### config.mk
export PLATFORM = sky130hd
export DESIGN_NAME = crhi_ctrl
export DESIGN_NICKNAME = d
export VERILOG_FILES = /design/src/crhi_pkg.sv /design/src/crhi_sync.sv /design/src/crhi_ctrl.sv
export VERILOG_INCLUDE_DIRS = /design/src
export SDC_FILE = /design/constraint.sdc
export NUM_CORES = 1
export LEC_CHECK = 0
export BUFFER_PORTS_ARGS = -buffer_cell sky130_fd_sc_hd__clkbuf_2
export CELL_PAD_IN_SITES_DETAIL_PLACEMENT = 0
export CELL_PAD_IN_SITES_GLOBAL_PLACEMENT = 1
export CORE_ASPECT_RATIO = 0.9
export CORE_MARGIN = 5
export CORE_UTILIZATION = 33
export DETAILED_ROUTE_END_ITERATION = 16
export PLACE_DENSITY = 0.77
export SETUP_SLACK_MARGIN = 0.4
export SLEW_MARGIN = 20
export SYNTH_ARGS = -nofsm -noshare
export SYNTH_HDL_FRONTEND = slang
export SYNTH_SLANG_ARGS = --single-unit
### constraint.sdc
create_clock -name clk -period 1.85 [get_ports clk]
set_input_delay 0.4625 -clock clk [delete_from_list [all_inputs] [get_ports clk]]
set_output_delay 0.4625 -clock clk [all_outputs]
set_load 0.005 [all_outputs]
### src/crhi_map.svh
// Constants for the reset, halt and interrupt input control block
`ifndef CRHI_MAP_SVH
`define CRHI_MAP_SVH

// ----------------------------------------------------------------
// Priority levels and vectors
// ----------------------------------------------------------------
`define CRHI_IPL_TIMER       5'h10
`define CRHI_IPL_SHARED      5'h0E
`define CRHI_VEC_TIMER       16'h00C0
`define CRHI_VEC_NONE        16'h0000
`define CRHI_IPL_NONE        5'h00

// ----------------------------------------------------------------
// Halt write cycle and restart
// ----------------------------------------------------------------
`define CRHI_CS_NONFPU_CMD   2'h2
`define CRHI_CS_IDLE         2'h0
`define CRHI_HALT_DATA       6'h3F
`define CRHI_DATA_IDLE       6'h00
`define CRHI_RESTART_HALT    3'h2
`define CRHI_RESTART_NONE    3'h0

// ----------------------------------------------------------------
// Reset levels
// ----------------------------------------------------------------
`define CRHI_LINE_IDLE       1'b1
`define CRHI_FLAG_CLEAR      1'b0

`endif

### src/crhi_pkg.sv
// Types and shared decode for the reset, halt and interrupt input control block
`default_nettype none

package crhi_pkg;

  // ----------------------------------------------------------------
  // Sequencer states
  // ----------------------------------------------------------------
  typedef enum logic [3:0] {
    CRHI_ST_RUN     = 4'b0001,
    CRHI_ST_HALT_WR = 4'b0010,
    CRHI_ST_RESTART = 4'b0100,
    CRHI_ST_IACK    = 4'b1000
  } crhi_state_t;

  typedef logic [4:0]  crhi_ipl_t;
  typedef logic [15:0] crhi_vec_t;

  // ----------------------------------------------------------------
  // A request wins only above the running priority level
  // ----------------------------------------------------------------
  function automatic logic crhi_wins(input logic req, input crhi_ipl_t lvl,
                                     input crhi_ipl_t cur);
    crhi_wins = req && (lvl > cur);
  endfunction : crhi_wins

endpackage : crhi_pkg

`default_nettype wire

### src/crhi_sync.sv
// Two-stage input synchroniser with registered falling-edge detect
`timescale 1ns/100ps
`default_nettype none

`include "crhi_map.svh"

module crhi_sync (
  // Clock and reset
  input  wire logic clk,
  input  wire logic clr_n,
  // Raw line and synchronised results
  input  wire logic line_n,
  output logic      level_n,
  output logic      fall
);

  logic meta_r;
  logic meta_nxt;
  logic stage_r;
  logic stage_nxt;
  logic prev_r;
  logic prev_nxt;
  logic fall_r;
  logic fall_nxt;

  // Only stage_r looks at meta_r
  always_comb begin
    meta_nxt  = line_n;
    stage_nxt = meta_r;
    prev_nxt  = stage_r;
    fall_nxt  = prev_r & ~stage_r;
    if (!clr_n) begin
      meta_nxt  = `CRHI_LINE_IDLE;
      stage_nxt = `CRHI_LINE_IDLE;
      prev_nxt  = `CRHI_LINE_IDLE;
      fall_nxt  = `CRHI_FLAG_CLEAR;
    end
  end

  always_ff @(posedge clk) begin
    meta_r  <= meta_nxt;
    stage_r <= stage_nxt;
    prev_r  <= prev_nxt;
    fall_r  <= fall_nxt;
  end

  assign level_n = stage_r;
  assign fall    = fall_r;

endmodule : crhi_sync

`default_nettype wire

### src/crhi_ctrl.sv
// Reset, halt request and interrupt request input control of the processor
// What this block does
// - Asserted reset input returns all internal state to power-up condition.
// - Halt request hands control to console firmware, not the running program.
// - After halt, finish current instruction, then one external write cycle.
// - Halt write cycle drives status pair 10 and low six data lines ones.
// - After that write, start restart sequence with restart code 2.
// - Halt input is edge-triggered, sampled every cycle, synchronised first.
// - Timer interrupt is taken at level 16, vector offset C0 hex.
// - Timer interrupt runs no interrupt acknowledge bus cycle.
// - Timer input is edge-triggered, sampled every cycle, synchronised.
// - Shared device interrupt is serviced at priority level 14.
// - Taking a shared device interrupt runs an interrupt acknowledge cycle.
// - Shared device input is level-sensitive, sampled every cycle, synchronised.
// - Write line low with status pair high-low marks non-FPU write command.
`timescale 1ns/100ps
`default_nettype none

`include "crhi_map.svh"

module crhi_ctrl (
  // Clock and reset
  input  wire logic           clk,
  input  wire logic           rst_n,
  // Pins from the support cell, all active low
  input  wire logic           cpu_reset_in_n,
  input  wire logic           halt_in_n,
  input  wire logic           interval_tick_irq_n,
  input  wire logic           shared_device_irq_n,
  input  wire logic           spare_irq_a_n,
  input  wire logic           spare_irq_b_n,
  input  wire logic           spare_irq_c_n,
  input  wire logic           supply_loss_in_n,
  // Execution unit side
  input  wire logic           instr_boundary,
  input  wire crhi_pkg::crhi_ipl_t cur_ipl,
  output logic                take_valid,
  output crhi_pkg::crhi_ipl_t take_ipl,
  output crhi_pkg::crhi_vec_t take_vector,
  output logic                console_enter,
  output logic                restart_valid,
  output logic [2:0]          restart_code,
  output logic                busy,
  output logic                spare_line_active,
  // External processor write cycle
  output logic                ext_wr_req,
  input  wire logic           ext_wr_done,
  output logic                ext_write_n,
  output logic [1:0]          cycle_status_pair,
  output logic [5:0]          addr_data_low_six,
  // Interrupt acknowledge cycle
  output logic                iack_req,
  input  wire logic           iack_done,
  input  wire crhi_pkg::crhi_vec_t iack_vector
);

  import crhi_pkg::*;

  // ----------------------------------------------------------------
  // Reset and input synchronisation
  // ----------------------------------------------------------------
  logic clr_n;
  logic halt_fall;
  logic tick_fall;
  logic shared_lvl_n;

  assign clr_n = rst_n & cpu_reset_in_n;

  crhi_sync u_halt_sync (
    .clk     (clk),
    .clr_n   (clr_n),
    .line_n  (halt_in_n),
    .level_n (),
    .fall    (halt_fall)
  );

  crhi_sync u_tick_sync (
    .clk     (clk),
    .clr_n   (clr_n),
    .line_n  (interval_tick_irq_n),
    .level_n (),
    .fall    (tick_fall)
  );

  crhi_sync u_shared_sync (
    .clk     (clk),
    .clr_n   (clr_n),
    .line_n  (shared_device_irq_n),
    .level_n (shared_lvl_n),
    .fall    ()
  );

  // ----------------------------------------------------------------
  // Sequencer state
  // ----------------------------------------------------------------
  crhi_state_t state_r;
  crhi_state_t state_nxt;
  logic        halt_pend_r;
  logic        halt_pend_nxt;
  logic        tick_pend_r;
  logic        tick_pend_nxt;
  logic        halt_clr;
  logic        tick_clr;
  logic        take_valid_r;
  logic        take_valid_nxt;
  crhi_ipl_t   take_ipl_r;
  crhi_ipl_t   take_ipl_nxt;
  crhi_vec_t   take_vector_r;
  crhi_vec_t   take_vector_nxt;
  logic        console_r;
  logic        console_nxt;
  logic        restart_valid_r;
  logic        restart_valid_nxt;
  logic [2:0]  restart_code_r;
  logic [2:0]  restart_code_nxt;
  logic [1:0]  status_r;
  logic [1:0]  status_nxt;
  logic [5:0]  data_r;
  logic [5:0]  data_nxt;
  logic        spare_r;
  logic        spare_nxt;
  logic        tick_wins;
  logic        shared_wins;

  assign shared_wins = crhi_wins(~shared_lvl_n, `CRHI_IPL_SHARED, cur_ipl);
  assign tick_wins   = crhi_wins(tick_pend_r, `CRHI_IPL_TIMER, cur_ipl);

  always_comb begin
    state_nxt         = state_r;
    halt_clr          = 1'b0;
    tick_clr          = 1'b0;
    take_valid_nxt    = 1'b0;
    take_ipl_nxt      = take_ipl_r;
    take_vector_nxt   = take_vector_r;
    console_nxt       = 1'b0;
    restart_valid_nxt = 1'b0;
    restart_code_nxt  = restart_code_r;
    status_nxt        = status_r;
    data_nxt          = data_r;
    // Unused lines are only reported; a low one means a board fault
    spare_nxt = ~(spare_irq_a_n & spare_irq_b_n & spare_irq_c_n & supply_loss_in_n);
    case (state_r)
      CRHI_ST_RUN: begin
        if (instr_boundary) begin
          if (halt_pend_r) begin
            halt_clr  = 1'b1;
            state_nxt = CRHI_ST_HALT_WR;
            status_nxt = `CRHI_CS_NONFPU_CMD;
            data_nxt   = `CRHI_HALT_DATA;
          end else if (tick_wins) begin
            tick_clr        = 1'b1;
            take_valid_nxt  = 1'b1;
            take_ipl_nxt    = `CRHI_IPL_TIMER;
            take_vector_nxt = `CRHI_VEC_TIMER;
          end else if (shared_wins) begin
            state_nxt = CRHI_ST_IACK;
          end
        end
      end
      CRHI_ST_HALT_WR: begin
        if (ext_wr_done) begin
          state_nxt  = CRHI_ST_RESTART;
          status_nxt = `CRHI_CS_IDLE;
          data_nxt   = `CRHI_DATA_IDLE;
        end
      end
      CRHI_ST_RESTART: begin
        restart_valid_nxt = 1'b1;
        restart_code_nxt  = `CRHI_RESTART_HALT;
        console_nxt       = 1'b1;
        state_nxt         = CRHI_ST_RUN;
      end
      CRHI_ST_IACK: begin
        if (iack_done) begin
          take_valid_nxt  = 1'b1;
          take_ipl_nxt    = `CRHI_IPL_SHARED;
          take_vector_nxt = iack_vector;
          state_nxt       = CRHI_ST_RUN;
        end
      end
      default: begin
        state_nxt = CRHI_ST_RUN;
      end
    endcase
    halt_pend_nxt = halt_fall | (halt_pend_r & ~halt_clr);
    tick_pend_nxt = tick_fall | (tick_pend_r & ~tick_clr);
    if (!clr_n) begin
      state_nxt         = CRHI_ST_RUN;
      halt_pend_nxt     = `CRHI_FLAG_CLEAR;
      tick_pend_nxt     = `CRHI_FLAG_CLEAR;
      take_valid_nxt    = 1'b0;
      take_ipl_nxt      = `CRHI_IPL_NONE;
      take_vector_nxt   = `CRHI_VEC_NONE;
      console_nxt       = 1'b0;
      restart_valid_nxt = 1'b0;
      restart_code_nxt  = `CRHI_RESTART_NONE;
      status_nxt        = `CRHI_CS_IDLE;
      data_nxt          = `CRHI_DATA_IDLE;
      spare_nxt         = 1'b0;
    end
  end

  always_ff @(posedge clk) begin
    state_r         <= state_nxt;
    halt_pend_r     <= halt_pend_nxt;
    tick_pend_r     <= tick_pend_nxt;
    take_valid_r    <= take_valid_nxt;
    take_ipl_r      <= take_ipl_nxt;
    take_vector_r   <= take_vector_nxt;
    console_r       <= console_nxt;
    restart_valid_r <= restart_valid_nxt;
    restart_code_r  <= restart_code_nxt;
    status_r        <= status_nxt;
    data_r          <= data_nxt;
    spare_r         <= spare_nxt;
  end

  // ----------------------------------------------------------------
  // Outputs
  // ----------------------------------------------------------------
  assign take_valid        = take_valid_r;
  assign take_ipl          = take_ipl_r;
  assign take_vector       = take_vector_r;
  assign console_enter     = console_r;
  assign restart_valid     = restart_valid_r;
  assign restart_code      = restart_code_r;
  assign cycle_status_pair = status_r;
  assign addr_data_low_six = data_r;
  assign spare_line_active = spare_r;
  assign ext_wr_req        = (state_r == CRHI_ST_HALT_WR);
  assign ext_write_n       = ~(state_r == CRHI_ST_HALT_WR);
  assign iack_req          = (state_r == CRHI_ST_IACK);
  // Execution unit must hold off the next instruction while not running
  assign busy              = (state_r != CRHI_ST_RUN);

endmodule : crhi_ctrl

`default_nettype wire

== Word level (Yosys, flattened, before mapping) ==
Index checks and enable logic that the tools add are counted.
Word-level totals
  flip-flop bits (word level): 49
  bits of input ports: 34
  output and inout bits: 40
  word-level logic and storage cells: 95
Cells by class
  order comparisons: 2
  equality and inequality tests: 13
  muxes and demuxes: 35
  bitwise logic cells: 17
  reduce and logical (&&, ||, !) cells: 7
Operator list (number)
  $mux W16: 4
  $pmux W16 S2: 1
  $mux W4: 6
  $mux W5: 4
  $mux W6: 3
  $pmux W4 S3: 1
  $pmux W6 S2: 1
  $pmux W5 S2: 1
  $reduce_and A5 Y1: 2
  $mux W1: 9
  $and A1 B1 Y1: 8
  $ne A2 B2 Y1 const B: 4
  $not A1 Y1: 7
  $mux W2: 3
  $ne A3 B3 Y1 const B: 2
  $gt A4 B5 Y1 const A: 1
  $gt A5 B5 Y1 const A: 1
  $eq A4 B1 Y1 const B: 1
  $eq A4 B2 Y1 const B: 1
  $eq A4 B3 Y1 const B: 1
  $eq A4 B4 Y1 const B: 1
  $ne A2 B1 Y1 const B: 2
  $ne A4 B1 Y1 const B: 1
  $pmux W2 S2: 1
  other kinds (5): 8

== Longest topological paths before layout ==
  depth after elaboration: 9
  mapped depth: 5
  mapped depth without buffers: 5

== Modules after synthesis ==
Synthesis repeated with hierarchy kept, for this count alone.
Unflattened totals
  cell total of the unflattened synthesis: 167
  area total of the unflattened synthesis: 1599.0 µm²
Modules (own cells, without submodules)
  crhi_ctrl: instances 1, cells an instance 143, area each 1276.2 µm², seq. area each 580.6 µm²
  crhi_sync: instances 3, cells an instance 8, area each 107.6 µm², seq. area each 80.1 µm²

== Least setup slack after synthesis ==
OpenSTA, ideal clock, no wires.
  kind: input to register
  start point: input port cur_ipl[4]
  end point: register take_vector_r[0] (netlist: take_vector[0])
  setup time: 0.118 ns
  data arrival time: 1.416 ns
  data required time: 1.732 ns
  slack: 0.316 ns
  cell stages on the path: 4
  path buffers: 1
  cell sequence: nor4bb_1 nand2_4 buf_6 a32o_2
On the way
  cells in the longest elaborated chain, start to end: 4
Ends and longest elaborated chain
  from (decl): line crhi_ctrl.sv:36  | input wire crhi_pkg::crhi_ipl_t cur_ipl,
  $gt A5 B5 Y1: line crhi_pkg.sv:24  | crhi_wins = req && (lvl > cur);
  $logic_and A1 B1 Y1: line crhi_pkg.sv:24
  $ne A2 B2 Y1 (no source line)
  $reduce_and A5 Y1 (no source line)
  to (signal assigned): line crhi_ctrl.sv:209  | take_vector_r <= take_vector_nxt;
  to (decl): line crhi_ctrl.sv:108  | crhi_vec_t take_vector_r;
Every way passes these cells.
A chain may end at the register's enable or synchronous reset.

== Final worst setup path ==
  start point: register state_r[1]
  end point: output port busy
On the way
  cells in the longest elaborated chain, start to end: 1
Ends and longest elaborated chain
  from (decl): line crhi_ctrl.sv:96  | crhi_state_t state_r;
  from (signal assigned): line crhi_ctrl.sv:204  | state_r <= state_nxt;
  $ne A4 B1 Y1: line crhi_ctrl.sv:234  | assign busy = (state_r != CRHI_ST_RUN);
  to (decl): line crhi_ctrl.sv:43  | output logic busy,
Every way passes these cells.

==> results by group <==
Power and ir drop
  – Clock network fraction of design power: 43.7%
  – Register share of total power: 51.3%
  – Combinational share of power: 5.0%
  – Power Density: around 760 mW/mm²
  – Int Pwr: ~1.3 mW
  – Sw Share: about 20%
  – Switching power: 321 µW
  – Worst vdd ir: 0.000425 V
  – Leakage power: between 1 and 1.5 nW
  – Final Total Pwr: 1.64 mW

STA
  – RSZ-0062 raised after global routing: yes
  – Clock Skew: roughly 7.2 ps
  – Tmin final: 1620 ps
  – Slew Viols, Final: 0
  – Max_slew headroom: 66.6%
  – Setup TNS: 0 ps
  – Fin crit share: 87.3%
  – Final hold vios: 0
  – Worst-Margin Slew: 501 ps
  – Fmax: 619 MHz
  – Setup-failing EPs final: 0
  – Hold Slack: 355 ps
  – Worst setup margin: 235 ps

Placed design
  – I/O Buffers: 68
  – Final HPWL DP: 2.44 mm
  – DP Cell Count: roughly 250
  – Global placer's final weighted congestion: 0.694
  – Placed instance area: 0.00180 mm²
  – Pre-CTS WS: 285 ps

Final layout
  – Area Overhead vs Synth: 46.9%
  – Layout cells sized above 1: approximately 58%
  – Core Util, Final: 49.2%
  – Post-route cell area: 0.00216 mm²
  – Non-filler instance count after layout: 274
  – Area occupied by multi-input gates: between 600 and 700 µm²
  – Filler cells: 432
  – Register area: around 790 µm²
  – Final nets: 245
  – Number of diodes: 0

Floorplan
  – Io pins: 74
  – Die area: 0.00590 mm²
  – Core ar.: 0.00440 mm²
  – FP Rows: 23
  – Starting Density: approximately a third
  – Die Ht: 73.4 µm
  – Die width: 80.4 µm

Synthesis
  – Mapped Area: 0.00147 mm²
  – Post-synth top area cell: dfxtp_1
  – Sequential cell area fraction in the yosys report: 53.0%
  – Top-count cell post-synth: dfxtp_1
  – Syn Area/Cell: between 10 and 15 µm²
  – Synth area leaders: dfxtp_1 53%, a32o_2 7.6%, buf_4 6.6%, nand2b_1 3.8%, nor4b_4 3.2%
  – Number of synthesized flops with an enable pin: 0
  – Post-synthesis cell count: 131
  – Yosys reg bits: 39
  – Area share of the largest cell type after synthesis: between 50% and 60%
  – Top cells by count, synth: 39 x dfxtp_1, 13 x buf_4, 10 x a32o_2
  – Async set-or-reset flop fraction in the synthesized netlist: 0%
  – Total number of yosys warnings: 0
  – Yosys cell types: 33
  – Most common flop cell mapped by yosys: dfxtp_1

Clocking
  – Clock tree buffer depth: 2
  – Root Buffer: clkbuf_8
  – CTS tree: done
  – CTS Hold Buffers Added: 0
  – Clock H-tree levels: 2
  – Skew-Pair Late Insertion Delay: 280 ps
  – CTS sink count: 39
  – Clock-pin transition on the worst setup and hold timing paths: 70 ps
  – Cts bufs inserted: 5

Detailed routing
  – First-pass iteration count of the detailed router: 4
  – Detailed-route via count: around 1200
  – DRC: 0
  – Post-Route WL: between 3 and 4 mm
  – Initial drt markers: 20
  – Final ANT Viol Nets: 0
  – Via density: 4.52
  – Drt wl/cell: 13.2 µm

Global routing
  – Initial antenna violation count: 0
  – GR Util All Layers: 11.9%
  – Largest net degree at the start of global routing: 18
  – First-pass GRT wire length: 5.33 mm
  – Vias in the first global route: about 1200
  – Overflow after GRT: 0

Worst setup path
  – Worst setup SP type: flip-flop
  – WP data required: 1390 ps
  – Cell Chain, Critical Path: nor4b_4 -> inv_2 -> clkbuf_2
  – Data arrival, critical path: 1150 ps
  – Critical Path End Type: output pin
  – CP Class: flip-flop to output pin
  – Critical path's largest stage delay: approximately 380 ps
  – Critical path's slowest cell: dfxtp_4
  – Largest delay share family, worst path: flip-flops
  – Max FO, Critical Path: 6
  – Sum of buffers and inverters on the critical path: 2

Run
  – Max-cap viol count: 0

Status
  – Status: complete, no violations

Worst hold path
  – Class of the worst hold path: primary input to flip-flop
## registers in the layout, indices dropped and copies added (netlist names)
name,count
addr_data_low_six,1
halt_pend_r,1
restart_code,1
restart_valid,1
spare_line_active,1
state_r,4
take_ipl,2
take_valid,1
take_vector,16
tick_pend_r,1
u_halt_sync.fall,1
u_halt_sync.level_n,1
u_halt_sync.meta_r,1
u_halt_sync.prev_r,1
u_shared_sync.level_n,1
u_shared_sync.meta_r,1
u_tick_sync.fall,1
u_tick_sync.level_n,1
u_tick_sync.meta_r,1
u_tick_sync.prev_r,1
## worst paths after layout
path / slack [ps] / to / from / cells after the start
worst min register to register: 410 / u_tick_sync.fall / u_tick_sync.prev_r / 2
worst min-delay path: 360 / u_shared_sync.meta_r / shared_device_irq_n / 2
worst max-delay path: 230 / busy / state_r[1] / 3
worst max register to register: 370 / state_r[3] / state_r[1] / 7
## kinds of logic after synthesis
| group | after synthesis | synth area share [%] |
|---|---|---|
| flip-flops | 39 | 53.0 |
| buffers and inverters | 22 | 10.4 |
| AND/OR/NAND/NOR | 38 | 18.3 |
| other | 1 | 0.254 |
| AO/OA/AOI/OAI | 31 | 18.1 |
## routing by layer
layer / up-vias / routed length, µm / global-route usage, %
li1: 615 / - / -
met5: - / 0 / 0
met3: 4 / 238 / 4.04
met4: 0 / 52 / 5.07
met1: 578 / 1510 / 13.8
met2: 41 / 1810 / 19.9
## repair_timing
action,CTS,global route
setup buffers,8,6
resized for setup,8,22
pin swaps,3,24
endpoints found under the setup margin,21,21
gates cloned,0,3
## layout make-up
cell class | instances | share of cell area (%)
timing repair buffer | 85 | 23.1
tap | 62 | 3.58
clock inverter | 2 | 1.62
sequential | 39 | 36.6
inverter | 5 | 0.867
multi-input combinational | 75 | 30.4
clock buffer | 6 | 3.82
## power groups by stage
stage                     clock network [mW]  logic (mW)  registers, mW
after floorplan                            0      0.0319          0.865
after CTS                              0.748      0.0720          0.843
after global placement                     0      0.0697          0.865
after global routing                   0.790      0.0918          0.842
final                                  0.717      0.0827          0.841
after detailed placement                   0      0.0705          0.865
## layout by cell type, fill, tap and decap left out, drive strengths merged
cell type	instances
nor3	1
a21oi	10
o32ai	1
buf	19
conb	4
bufinv	1
o21ai	1
clkbuf	72
nor4b	3
or2b	1
a32o	14
nor2	7
o221a	2
nand2	11
nand3	3
o21a	1
inv	5
a21o	1
clkinv	1
nand2b	9
nor3b	2
dfxtp	39
nor4bb	1
and2	1
a41oi	1
and4	1
(Power assumes the default switching activity.)
